$ cat src/core/iob_map.svh
`ifndef IOB_MAP_SVH
`define IOB_MAP_SVH
// Operation
// - Keyboard frame: one start bit, eight data bits, two stop bits, both directions.
// - Keyboard link samples and shifts at sixteen times the bit rate.
// - Transmit and receive share one rate taken from the third counter.
// - A start bit low for under half a bit is discarded.
// - Second counter drives a dedicated baud clock output pin.
// - Six general pins, each programmable as input or output.
// - Separate normal and fast interrupt outputs, each with own mask.
// - Sixteen interrupt sources: fourteen level sensed, two edge sensed.
// - Peripheral bus offers four distinct access cycle lengths.
// - Seven peripheral selects, each assignable to any cycle length.
// - Bridge raises io_grant when the peripheral access has completed.
// - While request is withdrawn, buffers are off and the cycle keeps running.
// - Suspended cycle ends only when both master and slave timing are met.
// - Four 16-bit counters: first two general timers, the second also the baud clock, the third the keyboard rate, the fourth unused.

// ******************************************************************
// Peripheral bus
// ******************************************************************
`define IOB_NUM_SEL      7
`define IOB_SEL_W        3
`define IOB_CYC_W        8
`define IOB_CYC_LEN0     8'h04
`define IOB_CYC_LEN1     8'h08
`define IOB_CYC_LEN2     8'h0C
`define IOB_CYC_LEN3     8'h14

// ******************************************************************
// Counters, pins and interrupts
// ******************************************************************
`define IOB_NUM_CNT      4
`define IOB_CNT_W        16
`define IOB_CNT_BAUD     1
`define IOB_CNT_KB       2
`define IOB_NUM_GPIO     6
`define IOB_NUM_IRQ      16
`define IOB_NUM_LEVEL    14

// ******************************************************************
// Keyboard serial link
// ******************************************************************
`define IOB_KB_OVS_LAST  4'hF
`define IOB_KB_HALF_LAST 4'h7
`define IOB_KB_DATA_BITS 4'h8
`define IOB_KB_STOP_BITS 4'h2
`define IOB_KB_FRAME     4'hB
`endif

$ cat src/core/iob_pkg.sv
package iob_pkg;
   typedef enum logic [1:0] {
      IOB_PER_IDLE   = 2'b00,
      IOB_PER_ACTIVE = 2'b01,
      IOB_PER_GRANT  = 2'b11,
      IOB_PER_RELEASE = 2'b10
   } iob_per_state_e;

   typedef enum logic [1:0] {
      IOB_RX_IDLE  = 2'b00,
      IOB_RX_START = 2'b01,
      IOB_RX_DATA  = 2'b11,
      IOB_RX_STOP  = 2'b10
   } iob_rx_state_e;

   typedef struct packed {
      logic [7:0] data;
      logic       valid;
      logic       frame_error;
   } iob_kb_rx_s;

   typedef struct packed {
      logic [15:0] status;
      logic        normal;
      logic        fast;
   } iob_irq_s;
endpackage : iob_pkg

$ cat src/core/iob_bridge.sv
`include "iob_map.svh"

module iob_bridge
   import iob_pkg::*;
   (
   // Clock and reset
   input  wire logic                            clock,
   input  wire logic                            reset,
   // System side
   input  wire logic                            io_request,
   input  wire logic [`IOB_SEL_W-1:0]           io_sel,
   output logic                                 io_grant,
   // Peripheral side
   input  wire logic [`IOB_NUM_SEL-1:0][1:0]    sel_cycle_type,
   output logic [`IOB_NUM_SEL-1:0]              periph_select,
   output logic                                 buffer_enable,
   // Counters
   input  wire logic [`IOB_NUM_CNT-1:0][`IOB_CNT_W-1:0] cnt_reload,
   output logic [1:0]                           timer_event,
   output logic                                 baud_clock_out,
   // Keyboard serial link
   input  wire logic                            kb_rxd,
   input  wire logic                            kb_tx_start,
   input  wire logic [7:0]                      kb_tx_data,
   output logic                                 kb_txd,
   output logic                                 kb_tx_busy,
   output iob_kb_rx_s                           kb_rx,
   // Interrupts
   input  wire logic [`IOB_NUM_IRQ-1:0]         irq_source,
   input  wire logic [1:0]                      irq_edge_clear,
   input  wire logic [`IOB_NUM_IRQ-1:0]         irq_mask_normal,
   input  wire logic [`IOB_NUM_IRQ-1:0]         irq_mask_fast,
   output iob_irq_s                             irq,
   // General control pins
   input  wire logic [`IOB_NUM_GPIO-1:0]        gpio_dir,
   input  wire logic [`IOB_NUM_GPIO-1:0]        gpio_out,
   input  wire logic [`IOB_NUM_GPIO-1:0]        gpio_pin_i,
   output logic [`IOB_NUM_GPIO-1:0]             gpio_pin_o,
   output logic [`IOB_NUM_GPIO-1:0]             gpio_pin_oe,
   output logic [`IOB_NUM_GPIO-1:0]             gpio_in
   );

   // ******************************************************************
   // Counters
   // ******************************************************************
   logic [`IOB_NUM_CNT-1:0] cnt_expire;

   genvar gi;
   generate
      for (gi = 0; gi < `IOB_NUM_CNT; gi++) begin : g_cnt
         iob_counter #(.W(`IOB_CNT_W)) u_cnt (
            .clock  (clock),
            .reset  (reset),
            .reload (cnt_reload[gi]),
            .expire (cnt_expire[gi])
         );
      end
   endgenerate

   logic kb_tick;
   assign kb_tick = cnt_expire[`IOB_CNT_KB];

   always_ff @(posedge clock) begin
      if (reset) begin
         timer_event    <= 2'b00;
         baud_clock_out <= 1'b0;
      end else begin
         timer_event <= cnt_expire[1:0];
         if (cnt_expire[`IOB_CNT_BAUD])
            baud_clock_out <= ~baud_clock_out;
      end
   end

   // ******************************************************************
   // Peripheral cycle
   // ******************************************************************
   iob_per_state_e        per_state_r;
   logic [`IOB_CYC_W-1:0] cyc_cnt_r;
   logic [`IOB_CYC_W-1:0] cyc_len;
   logic [1:0]            cyc_type;

   always_comb begin
      cyc_type = 2'b00;
      if (io_sel < `IOB_SEL_W'(`IOB_NUM_SEL))
         cyc_type = sel_cycle_type[io_sel];
      unique case (cyc_type)
         2'b00: cyc_len = `IOB_CYC_LEN0;
         2'b01: cyc_len = `IOB_CYC_LEN1;
         2'b10: cyc_len = `IOB_CYC_LEN2;
         2'b11: cyc_len = `IOB_CYC_LEN3;
      endcase
   end

   // The grant is a single pulse; a new cycle waits for the request to fall so
   // that a request still high after the grant is never taken twice.
   always_ff @(posedge clock) begin
      if (reset) begin
         per_state_r   <= IOB_PER_IDLE;
         cyc_cnt_r     <= '0;
         io_grant      <= 1'b0;
         periph_select <= '0;
         buffer_enable <= 1'b0;
      end else begin
         unique case (per_state_r)
            IOB_PER_IDLE: begin
               io_grant <= 1'b0;
               if (io_request) begin
                  cyc_cnt_r     <= cyc_len;
                  periph_select <= `IOB_NUM_SEL'(1 << io_sel);
                  buffer_enable <= 1'b1;
                  per_state_r   <= IOB_PER_ACTIVE;
               end
            end
            IOB_PER_ACTIVE: begin
               buffer_enable <= io_request;
               if (cyc_cnt_r != '0)
                  cyc_cnt_r <= cyc_cnt_r - 1'b1;
               else if (io_request) begin
                  io_grant    <= 1'b1;
                  per_state_r <= IOB_PER_GRANT;
               end
            end
            IOB_PER_GRANT: begin
               io_grant      <= 1'b0;
               periph_select <= '0;
               buffer_enable <= 1'b0;
               per_state_r   <= IOB_PER_RELEASE;
            end
            IOB_PER_RELEASE: begin
               if (!io_request)
                  per_state_r <= IOB_PER_IDLE;
            end
         endcase
      end
   end

   // ******************************************************************
   // Interrupts
   // ******************************************************************
   logic [1:0]                edge_prev_r;
   logic [1:0]                edge_latch_r;
   logic [1:0]                edge_rise;
   logic [`IOB_NUM_IRQ-1:0]   irq_status_nxt;

   assign edge_rise      = irq_source[`IOB_NUM_IRQ-1:`IOB_NUM_LEVEL] & ~edge_prev_r;
   assign irq_status_nxt = {edge_latch_r | edge_rise, irq_source[`IOB_NUM_LEVEL-1:0]};

   always_ff @(posedge clock) begin
      if (reset) begin
         edge_prev_r  <= 2'b00;
         edge_latch_r <= 2'b00;
      end else begin
         edge_prev_r  <= irq_source[`IOB_NUM_IRQ-1:`IOB_NUM_LEVEL];
         edge_latch_r <= (edge_latch_r & ~irq_edge_clear) | edge_rise;
      end
   end

   always_ff @(posedge clock) begin
      if (reset) begin
         irq <= '0;
      end else begin
         irq.status <= irq_status_nxt;
         irq.normal <= |(irq_status_nxt & irq_mask_normal);
         irq.fast   <= |(irq_status_nxt & irq_mask_fast);
      end
   end

   // ******************************************************************
   // General control pins
   // ******************************************************************
   always_ff @(posedge clock) begin
      if (reset) begin
         gpio_pin_o  <= '0;
         gpio_pin_oe <= '0;
         gpio_in     <= '0;
      end else begin
         gpio_pin_o  <= gpio_out;
         gpio_pin_oe <= gpio_dir;
         gpio_in     <= gpio_pin_i;
      end
   end

   // ******************************************************************
   // Keyboard transmitter
   // ******************************************************************
   logic [10:0] tx_shift_r;
   logic [3:0]  tx_tick_r;
   logic [3:0]  tx_bits_r;

   always_ff @(posedge clock) begin
      if (reset) begin
         tx_shift_r <= '1;
         tx_tick_r  <= 4'h0;
         tx_bits_r  <= 4'h0;
         kb_txd     <= 1'b1;
         kb_tx_busy <= 1'b0;
      end else if (!kb_tx_busy) begin
         if (kb_tx_start) begin
            tx_shift_r <= {2'b11, kb_tx_data, 1'b0};
            kb_txd     <= 1'b0;
            tx_tick_r  <= 4'h0;
            tx_bits_r  <= 4'h1;
            kb_tx_busy <= 1'b1;
         end
      end else if (kb_tick) begin
         tx_tick_r <= tx_tick_r + 1'b1;
         if (tx_tick_r == `IOB_KB_OVS_LAST) begin
            if (tx_bits_r == `IOB_KB_FRAME) begin
               kb_tx_busy <= 1'b0;
               kb_txd     <= 1'b1;
            end else begin
               kb_txd    <= tx_shift_r[tx_bits_r];
               tx_bits_r <= tx_bits_r + 1'b1;
            end
         end
      end
   end

   // ******************************************************************
   // Keyboard receiver
   // ******************************************************************
   iob_rx_state_e rx_state_r;
   logic [3:0]    rx_tick_r;
   logic [3:0]    rx_bits_r;
   logic [7:0]    rx_shift_r;
   logic          rx_err_r;

   always_ff @(posedge clock) begin
      if (reset) begin
         rx_state_r <= IOB_RX_IDLE;
         rx_tick_r  <= 4'h0;
         rx_bits_r  <= 4'h0;
         rx_shift_r <= 8'h00;
         rx_err_r   <= 1'b0;
         kb_rx      <= '0;
      end else begin
         kb_rx.valid <= 1'b0;
         if (kb_tick) begin
            unique case (rx_state_r)
               IOB_RX_IDLE: begin
                  rx_tick_r <= 4'h0;
                  if (!kb_rxd)
                     rx_state_r <= IOB_RX_START;
               end
               IOB_RX_START: begin
                  if (kb_rxd)
                     rx_state_r <= IOB_RX_IDLE;
                  else if (rx_tick_r == `IOB_KB_HALF_LAST) begin
                     rx_tick_r  <= 4'h0;
                     rx_bits_r  <= 4'h0;
                     rx_err_r   <= 1'b0;
                     rx_state_r <= IOB_RX_DATA;
                  end else
                     rx_tick_r <= rx_tick_r + 1'b1;
               end
               IOB_RX_DATA: begin
                  rx_tick_r <= rx_tick_r + 1'b1;
                  if (rx_tick_r == `IOB_KB_OVS_LAST) begin
                     rx_shift_r <= {kb_rxd, rx_shift_r[7:1]};
                     if (rx_bits_r == `IOB_KB_DATA_BITS - 1'b1) begin
                        rx_bits_r  <= 4'h0;
                        rx_state_r <= IOB_RX_STOP;
                     end else
                        rx_bits_r <= rx_bits_r + 1'b1;
                  end
               end
               IOB_RX_STOP: begin
                  rx_tick_r <= rx_tick_r + 1'b1;
                  if (rx_tick_r == `IOB_KB_OVS_LAST) begin
                     if (rx_bits_r == `IOB_KB_STOP_BITS - 1'b1) begin
                        kb_rx.data        <= rx_shift_r;
                        kb_rx.frame_error <= rx_err_r | ~kb_rxd;
                        kb_rx.valid       <= 1'b1;
                        rx_state_r        <= IOB_RX_IDLE;
                     end else begin
                        rx_err_r  <= rx_err_r | ~kb_rxd;
                        rx_bits_r <= rx_bits_r + 1'b1;
                     end
                  end
               end
            endcase
         end
      end
   end
endmodule : iob_bridge

$ cat src/core/iob_counter.sv
module iob_counter
   #(parameter int W = 16)
   (
   // Clock and reset
   input  wire logic         clock,
   input  wire logic         reset,
   // Period control, period is reload plus one cycles
   input  wire logic [W-1:0] reload,
   // One-cycle pulse at each expiry
   output logic              expire
   );
   logic [W-1:0] count_r;

   always_ff @(posedge clock) begin
      if (reset) begin
         count_r <= '0;
         expire  <= 1'b0;
      end else if (count_r == '0) begin
         count_r <= reload;
         expire  <= 1'b1;
      end else begin
         count_r <= count_r - 1'b1;
         expire  <= 1'b0;
      end
   end
endmodule : iob_counter

$ cat config.mk
export PLATFORM = sky130hd
export DESIGN_NAME = iob_bridge
export DESIGN_NICKNAME = d
export VERILOG_FILES = /design/src/core/iob_pkg.sv /design/src/core/iob_bridge.sv /design/src/core/iob_counter.sv
export VERILOG_INCLUDE_DIRS = /design/src /design/src/core
export SDC_FILE = /design/constraint.sdc
export NUM_CORES = 1
export LEC_CHECK = 0
export ABC_CLOCK_PERIOD_IN_PS = 2700
export BUFFER_PORTS_ARGS = -buffer_cell sky130_fd_sc_hd__buf_4
export CAP_MARGIN = 10
export CORE_UTILIZATION = 40
export DETAILED_ROUTE_END_ITERATION = 10
export PLACE_DENSITY = 0.68
export SYNTH_ARGS = -nofsm -noshare
export SYNTH_HDL_FRONTEND = slang
export SYNTH_SLANG_ARGS = --single-unit
$ cat constraint.sdc
create_clock -name clock -period 2.7 [get_ports clock]
set_input_delay 0.135 -clock clock [delete_from_list [all_inputs] [get_ports clock]]
set_output_delay 0.135 -clock clock [all_outputs]
set_load 0.1 [all_outputs]
==> run_summary.xml <==
<?xml version="1.0" encoding="UTF-8"?>
<metrics>
  <group name="yosys">
    <metric name="synth_seq_area_share" unit="">0.443</metric>
    <metric name="post-synth-top-area-cell" unit="">sky130_fd_sc_hd__dfxtp_1</metric>
    <metric name="dominant_combinational_cell_family_by_area_after_synthesis" unit="">simple AND/OR/NAND/NOR gates</metric>
    <metric name="synth_compound_gate_area_share" unit="">0.147</metric>
    <metric name="synthesis.yosys.warnings" unit="">0</metric>
    <metric name="synth_adder_area_share" unit="">0.0327</metric>
    <metric name="yosys.area_share.xor_xnor" unit="">0.0505</metric>
    <metric name="syn-cell-area" unit="um2">7280</metric>
    <metric name="post_synth_num_cell_types" unit="">67</metric>
    <metric name="syn-mean-instance-area" unit="um2">8.99</metric>
    <metric name="netlist.area_leader.share" unit="">0.443</metric>
    <metric name="synth-edff-count" unit="">0</metric>
    <metric name="yosys-mux-area-fraction" unit="">0.0344</metric>
    <metric name="postSynth.asyncResetShare" unit="">0</metric>
    <metric name="synth.area.top_cells" unit="">sky130_fd_sc_hd__dfxtp_1 44%, sky130_fd_sc_hd__nor2_1 5.9%, sky130_fd_sc_hd__nor2b_1 4.2%</metric>
    <metric name="post_synth_inst_count" unit="">810</metric>
    <metric name="synth_simple_gate_area_share" unit="">0.259</metric>
    <metric name="ys_dominant_reg_cell" unit="">sky130_fd_sc_hd__dfxtp_1</metric>
    <metric name="ys_ff_latch" unit="">161</metric>
    <metric name="synthesis.nets" unit="">991</metric>
  </group>
  <group name="sta">
    <metric name="timing.slew.headroom" unit="">0.434</metric>
    <metric name="setup_repair_after_global_routing_missed_its_margin" unit="">no</metric>
    <metric name="fin_setup_tns" unit="ns">0</metric>
    <metric name="postLayoutSetupSlackWorst" unit="ns">0.533</metric>
    <metric name="min_period_over_period" unit="">0.803</metric>
    <metric name="final_max_slew_viol_count" unit="">0</metric>
    <metric name="clock-skew-final" unit="ns">0.00715</metric>
    <metric name="final-setup-viol-count" unit="">0</metric>
    <metric name="post-route-min-period" unit="ns">2.17</metric>
    <metric name="final.hold.worst_slack" unit="ns">0.0161</metric>
    <metric name="max_clock_freq" unit="GHz">0.461</metric>
    <metric name="tightest_slew" unit="ns">0.847</metric>
    <metric name="final_hold_viol_count" unit="">0</metric>
  </group>
  <group name="critical_path">
    <metric name="worstPathArrival" unit="ns">2.48</metric>
    <metric name="timing.critical_path.to_type" unit="">register</metric>
    <metric name="timing_worst_setup_path_type" unit="">register to register</metric>
    <metric name="critPathMaxFanout" unit="">29</metric>
    <metric name="r2r_setup_slack" unit="ns">0.53</metric>
    <metric name="r2r_startpoint" unit="">g_cnt[0].u_cnt.count_r[7]$_SDFF_PP0_</metric>
    <metric name="timing.critical_path.required" unit="ns">3.01</metric>
    <metric name="crit-reg2reg-capture" unit="">g_cnt[0].u_cnt.count_r[6]$_SDFF_PP0_</metric>
    <metric name="worstRegToRegCells" unit="">4</metric>
    <metric name="cp_startpoint" unit="">g_cnt[0].u_cnt.count_r[7]$_SDFF_PP0_</metric>
    <metric name="setup.worst_path.end" unit="">g_cnt[0].u_cnt.count_r[6]$_SDFF_PP0_</metric>
    <metric name="critical_path.startpoint_type" unit="">register</metric>
  </group>
  <group name="pwr">
    <metric name="seq_power_share" unit="">0.353</metric>
    <metric name="powerDensity" unit="nW/um2">904</metric>
    <metric name="cellLeakagePower" unit="nW">4.19</metric>
    <metric name="combPwrFrac" unit="">0.381</metric>
    <metric name="cell_internal_pwr" unit="mW">5.78</metric>
    <metric name="power_switching" unit="mW">3.38</metric>
    <metric name="switching_share" unit="">0.369</metric>
    <metric name="p_clk_frac" unit="">0.266</metric>
    <metric name="max-vdd-ir-drop" unit="uV">610</metric>
  </group>
  <group name="global_route">
    <metric name="first_global_vias" unit="">6067</metric>
    <metric name="maximum_number_of_pins_on_one_net_before_global_route_repair" unit="">67</metric>
    <metric name="number_of_antenna_violations_at_the_first_check_in_global_routing" unit="">0</metric>
    <metric name="grt-ovfl-total" unit="">0</metric>
    <metric name="grt_pass1_wl" unit="mm">28.0</metric>
    <metric name="grt.total_usage" unit="">0.185</metric>
  </group>
  <group name="finish">
    <metric name="finish.cell_count_without_fillers" unit="">1292</metric>
    <metric name="final-seq-area" unit="um2">3220</metric>
    <metric name="finish.utilization" unit="">0.578</metric>
    <metric name="multi_input_area" unit="um2">3820</metric>
    <metric name="design.final.nets" unit="">1235</metric>
    <metric name="layout_common_cells" unit="">213 x sky130_fd_sc_hd__buf_4, 161 x sky130_fd_sc_hd__dfxtp_1, 115 x sky130_fd_sc_hd__nor2_1, 53 x sky130_fd_sc_hd__dlygate4sd3_1, 50 x sky130_fd_sc_hd__nand2_1</metric>
    <metric name="drive_above_1_share" unit="">0.256</metric>
    <metric name="layout.cells.most_common" unit="">sky130_fd_sc_hd__buf_4</metric>
    <metric name="antennaDiodeCount" unit="">0</metric>
    <metric name="synth_to_layout_area_growth" unit="%">39.3</metric>
    <metric name="layout.filler_cells" unit="">1570</metric>
  </group>
  <group name="die">
    <metric name="design.die.area" unit="um2">18700</metric>
    <metric name="core.rowCount" unit="">48</metric>
    <metric name="die_height" unit="um">137</metric>
    <metric name="placeableCoreArea" unit="um2">17500</metric>
    <metric name="floorplan.io_pins" unit="">222</metric>
    <metric name="initial_core_util" unit="">0.415</metric>
    <metric name="die-width" unit="um">137</metric>
  </group>
  <group name="cts">
    <metric name="clock_sink_count" unit="">161</metric>
    <metric name="cts_htree_levels" unit="">4</metric>
    <metric name="tritoncts" unit="">yes</metric>
    <metric name="worst_skew_pair.late_latency" unit="ns">0.41</metric>
    <metric name="cts.reportedPaths.clkPinSlew" unit="ns">0.07</metric>
    <metric name="clock_root_buffer" unit="">sky130_fd_sc_hd__clkbuf_16</metric>
    <metric name="number_of_setup_buffers_added_after_cts" unit="">0</metric>
    <metric name="cts-buffers-inserted" unit="">17</metric>
    <metric name="cts_buffer_depth" unit="">2</metric>
  </group>
  <group name="placed_design">
    <metric name="routability_driven_placement_congestion_ratio" unit="">0.806</metric>
    <metric name="placement.io_buffers" unit="">205</metric>
    <metric name="post-dp-hpwl" unit="mm">11.8</metric>
    <metric name="dp_cells" unit="">1207</metric>
    <metric name="dp_slack" unit="ns">0.552</metric>
  </group>
  <group name="drt">
    <metric name="post_route_ant_nets" unit="">0</metric>
    <metric name="num_vias" unit="">6505</metric>
    <metric name="post_drt_via_cell_ratio" unit="">5.03</metric>
    <metric name="detail_routed_net_length_per_standard_cell" unit="um">13.5</metric>
    <metric name="drt-initial-drc-count" unit="">356</metric>
    <metric name="route.final.wire_length" unit="mm">17.4</metric>
    <metric name="drcViolationCount" unit="">0</metric>
    <metric name="drt-pass1-iter-count" unit="">4</metric>
  </group>
  <group name="min_path">
    <metric name="hold_path_class" unit="">input pin to register</metric>
  </group>
  <group name="status">
    <metric name="result_of_the_run" unit="">finished clean</metric>
  </group>
  <group name="flow_run">
    <metric name="timing.max_cap.violations" unit="">0</metric>
  </group>
</metrics>
==> area by class of cell <==
type / count / area share
inverter: 17 / 0.00629
sequential: 161 / 0.318
timing repair buffer: 267 / 0.212
clock buffer: 19 / 0.0447
multi-input combinational: 590 / 0.376
clock inverter: 13 / 0.0149
tap: 225 / 0.0278
==> cells by family (layout without fill, tap and decap cells) <==
| group | Yosys count | in the layout |
|---|---|---|
| simple gates | 356 | 356 |
| flops | 161 | 161 |
| compound gates | 153 | 153 |
| buf+inv | 59 | 316 |
| xor+xnor | 42 | 42 |
| mux | 20 | 20 |
| fa+ha+maj | 19 | 19 |
==> cell usage after synthesis, types with 3 or more instances <==
| master | instances |
|---|---|
| sky130_fd_sc_hd__nand2b_1 | 16 |
| sky130_fd_sc_hd__nor2_1 | 115 |
| sky130_fd_sc_hd__o21bai_1 | 3 |
| sky130_fd_sc_hd__xnor2_1 | 23 |
| sky130_fd_sc_hd__xor2_1 | 19 |
| sky130_fd_sc_hd__o21ai_0 | 14 |
| sky130_fd_sc_hd__nand3b_1 | 15 |
| sky130_fd_sc_hd__nand4_1 | 8 |
| sky130_fd_sc_hd__a22oi_1 | 13 |
| sky130_fd_sc_hd__clkbuf_1 | 36 |
| sky130_fd_sc_hd__a31oi_1 | 6 |
| sky130_fd_sc_hd__nor3_1 | 32 |
| sky130_fd_sc_hd__mux4_2 | 4 |
| sky130_fd_sc_hd__nor4b_1 | 4 |
| sky130_fd_sc_hd__inv_1 | 17 |
| sky130_fd_sc_hd__nand3_1 | 18 |
| sky130_fd_sc_hd__nor3b_1 | 4 |
| sky130_fd_sc_hd__a211oi_1 | 37 |
| sky130_fd_sc_hd__nor2b_1 | 49 |
| sky130_fd_sc_hd__nand2_1 | 50 |
| sky130_fd_sc_hd__nor4_1 | 11 |
| sky130_fd_sc_hd__a21oi_1 | 42 |
| sky130_fd_sc_hd__mux2i_1 | 16 |
| sky130_fd_sc_hd__a221oi_1 | 5 |
| sky130_fd_sc_hd__a311oi_1 | 4 |
| sky130_fd_sc_hd__ha_1 | 19 |
| sky130_fd_sc_hd__buf_2 | 3 |
| sky130_fd_sc_hd__or3_1 | 9 |
| sky130_fd_sc_hd__dfxtp_1 | 161 |
| sky130_fd_sc_hd__a211oi_2 | 8 |
==> metrics by stage <==
step | area [um2] | power, mW
floorplan | 7280 | 5.90
finish | 10100 | 9.16
CTS | 10100 | 9.24
global route | 10100 | 9.79
global placement | 9000 | 6.65
detailed placement | 9000 | 6.69
==> flip-flops by register name, summed over array words and instances (netlist names), 4 cells and up <==
signal / count
rx_shift_r: 8
kb_rx: 10
irq: 18
tx_tick_r: 4
tx_bits_r: 4
gpio_pin_oe: 6
rx_tick_r: 4
tx_shift_r: 9
rx_bits_r: 4
gpio_pin_o: 6
gpio_in: 6
periph_select: 7
cyc_cnt_r: 8
g_cnt.u_cnt.count_r: 48
==> worst max-delay path, stage by stage, from the launching register on <==
cell	delay (ns)
sky130_fd_sc_hd__dfxtp_1	0.37
sky130_fd_sc_hd__nor4_4	0.40
sky130_fd_sc_hd__nand4b_2	0.22
sky130_fd_sc_hd__or4b_4	0.75
sky130_fd_sc_hd__a311oi_1	0.31
==> how the worst min path moves through the flow <==
stage / from / end / slack, ns / cells past startpoint
6_report: cnt_reload[16] / g_cnt[1].u_cnt.count_r[0]$_SDFF_PP0_ / 0.02 / 3
5_1_grt: irq_mask_normal[15] / irq[1]$_SDFF_PP0_ / 0.007 / 3
4_1_cts: cnt_reload[4] / g_cnt[0].u_cnt.count_r[4]$_SDFF_PP0_ / 0.00008 / 3
3_5_place_dp: irq_edge_clear[0] / edge_latch_r[0]$_SDFF_PP0_ / 0.32 / 2
3_3_place_gp: irq_edge_clear[0] / edge_latch_r[0]$_SDFF_PP0_ / 0.32 / 2
2_1_floorplan: irq_edge_clear[0] / edge_latch_r[0]$_SDFF_PP0_ / 0.23 / 1
==> routing by layer <==
layer	vias up	global-route usage	routed length, um
li1	3363	-	-
met1	2957	0.239	7900
met2	161	0.308	8400
met3	24	0.0363	858
met4	0	0.0629	276
met5	-	0	0
==> repair_timing <==
| action | 4_1_cts | 5_1_grt |
|---|---|---|
| hold buffers | 53 | 0 |
| gates resized for setup | 0 | 0 |
| hold endpoints to repair | 53 | 0 |
==> power groups by stage <==
stage                     Sequential [mW]  Clock (mW)  Combinational (mW)
final                                3.24        2.43                3.49
after floorplan                      3.56           0                2.33
after CTS                            3.23        2.50                3.50
after global routing                 3.31        2.60                3.89
after global placement               3.27           0                3.38
after detailed placement             3.28           0                3.41
No activity file was read; power rests on OpenSTA's default activity.
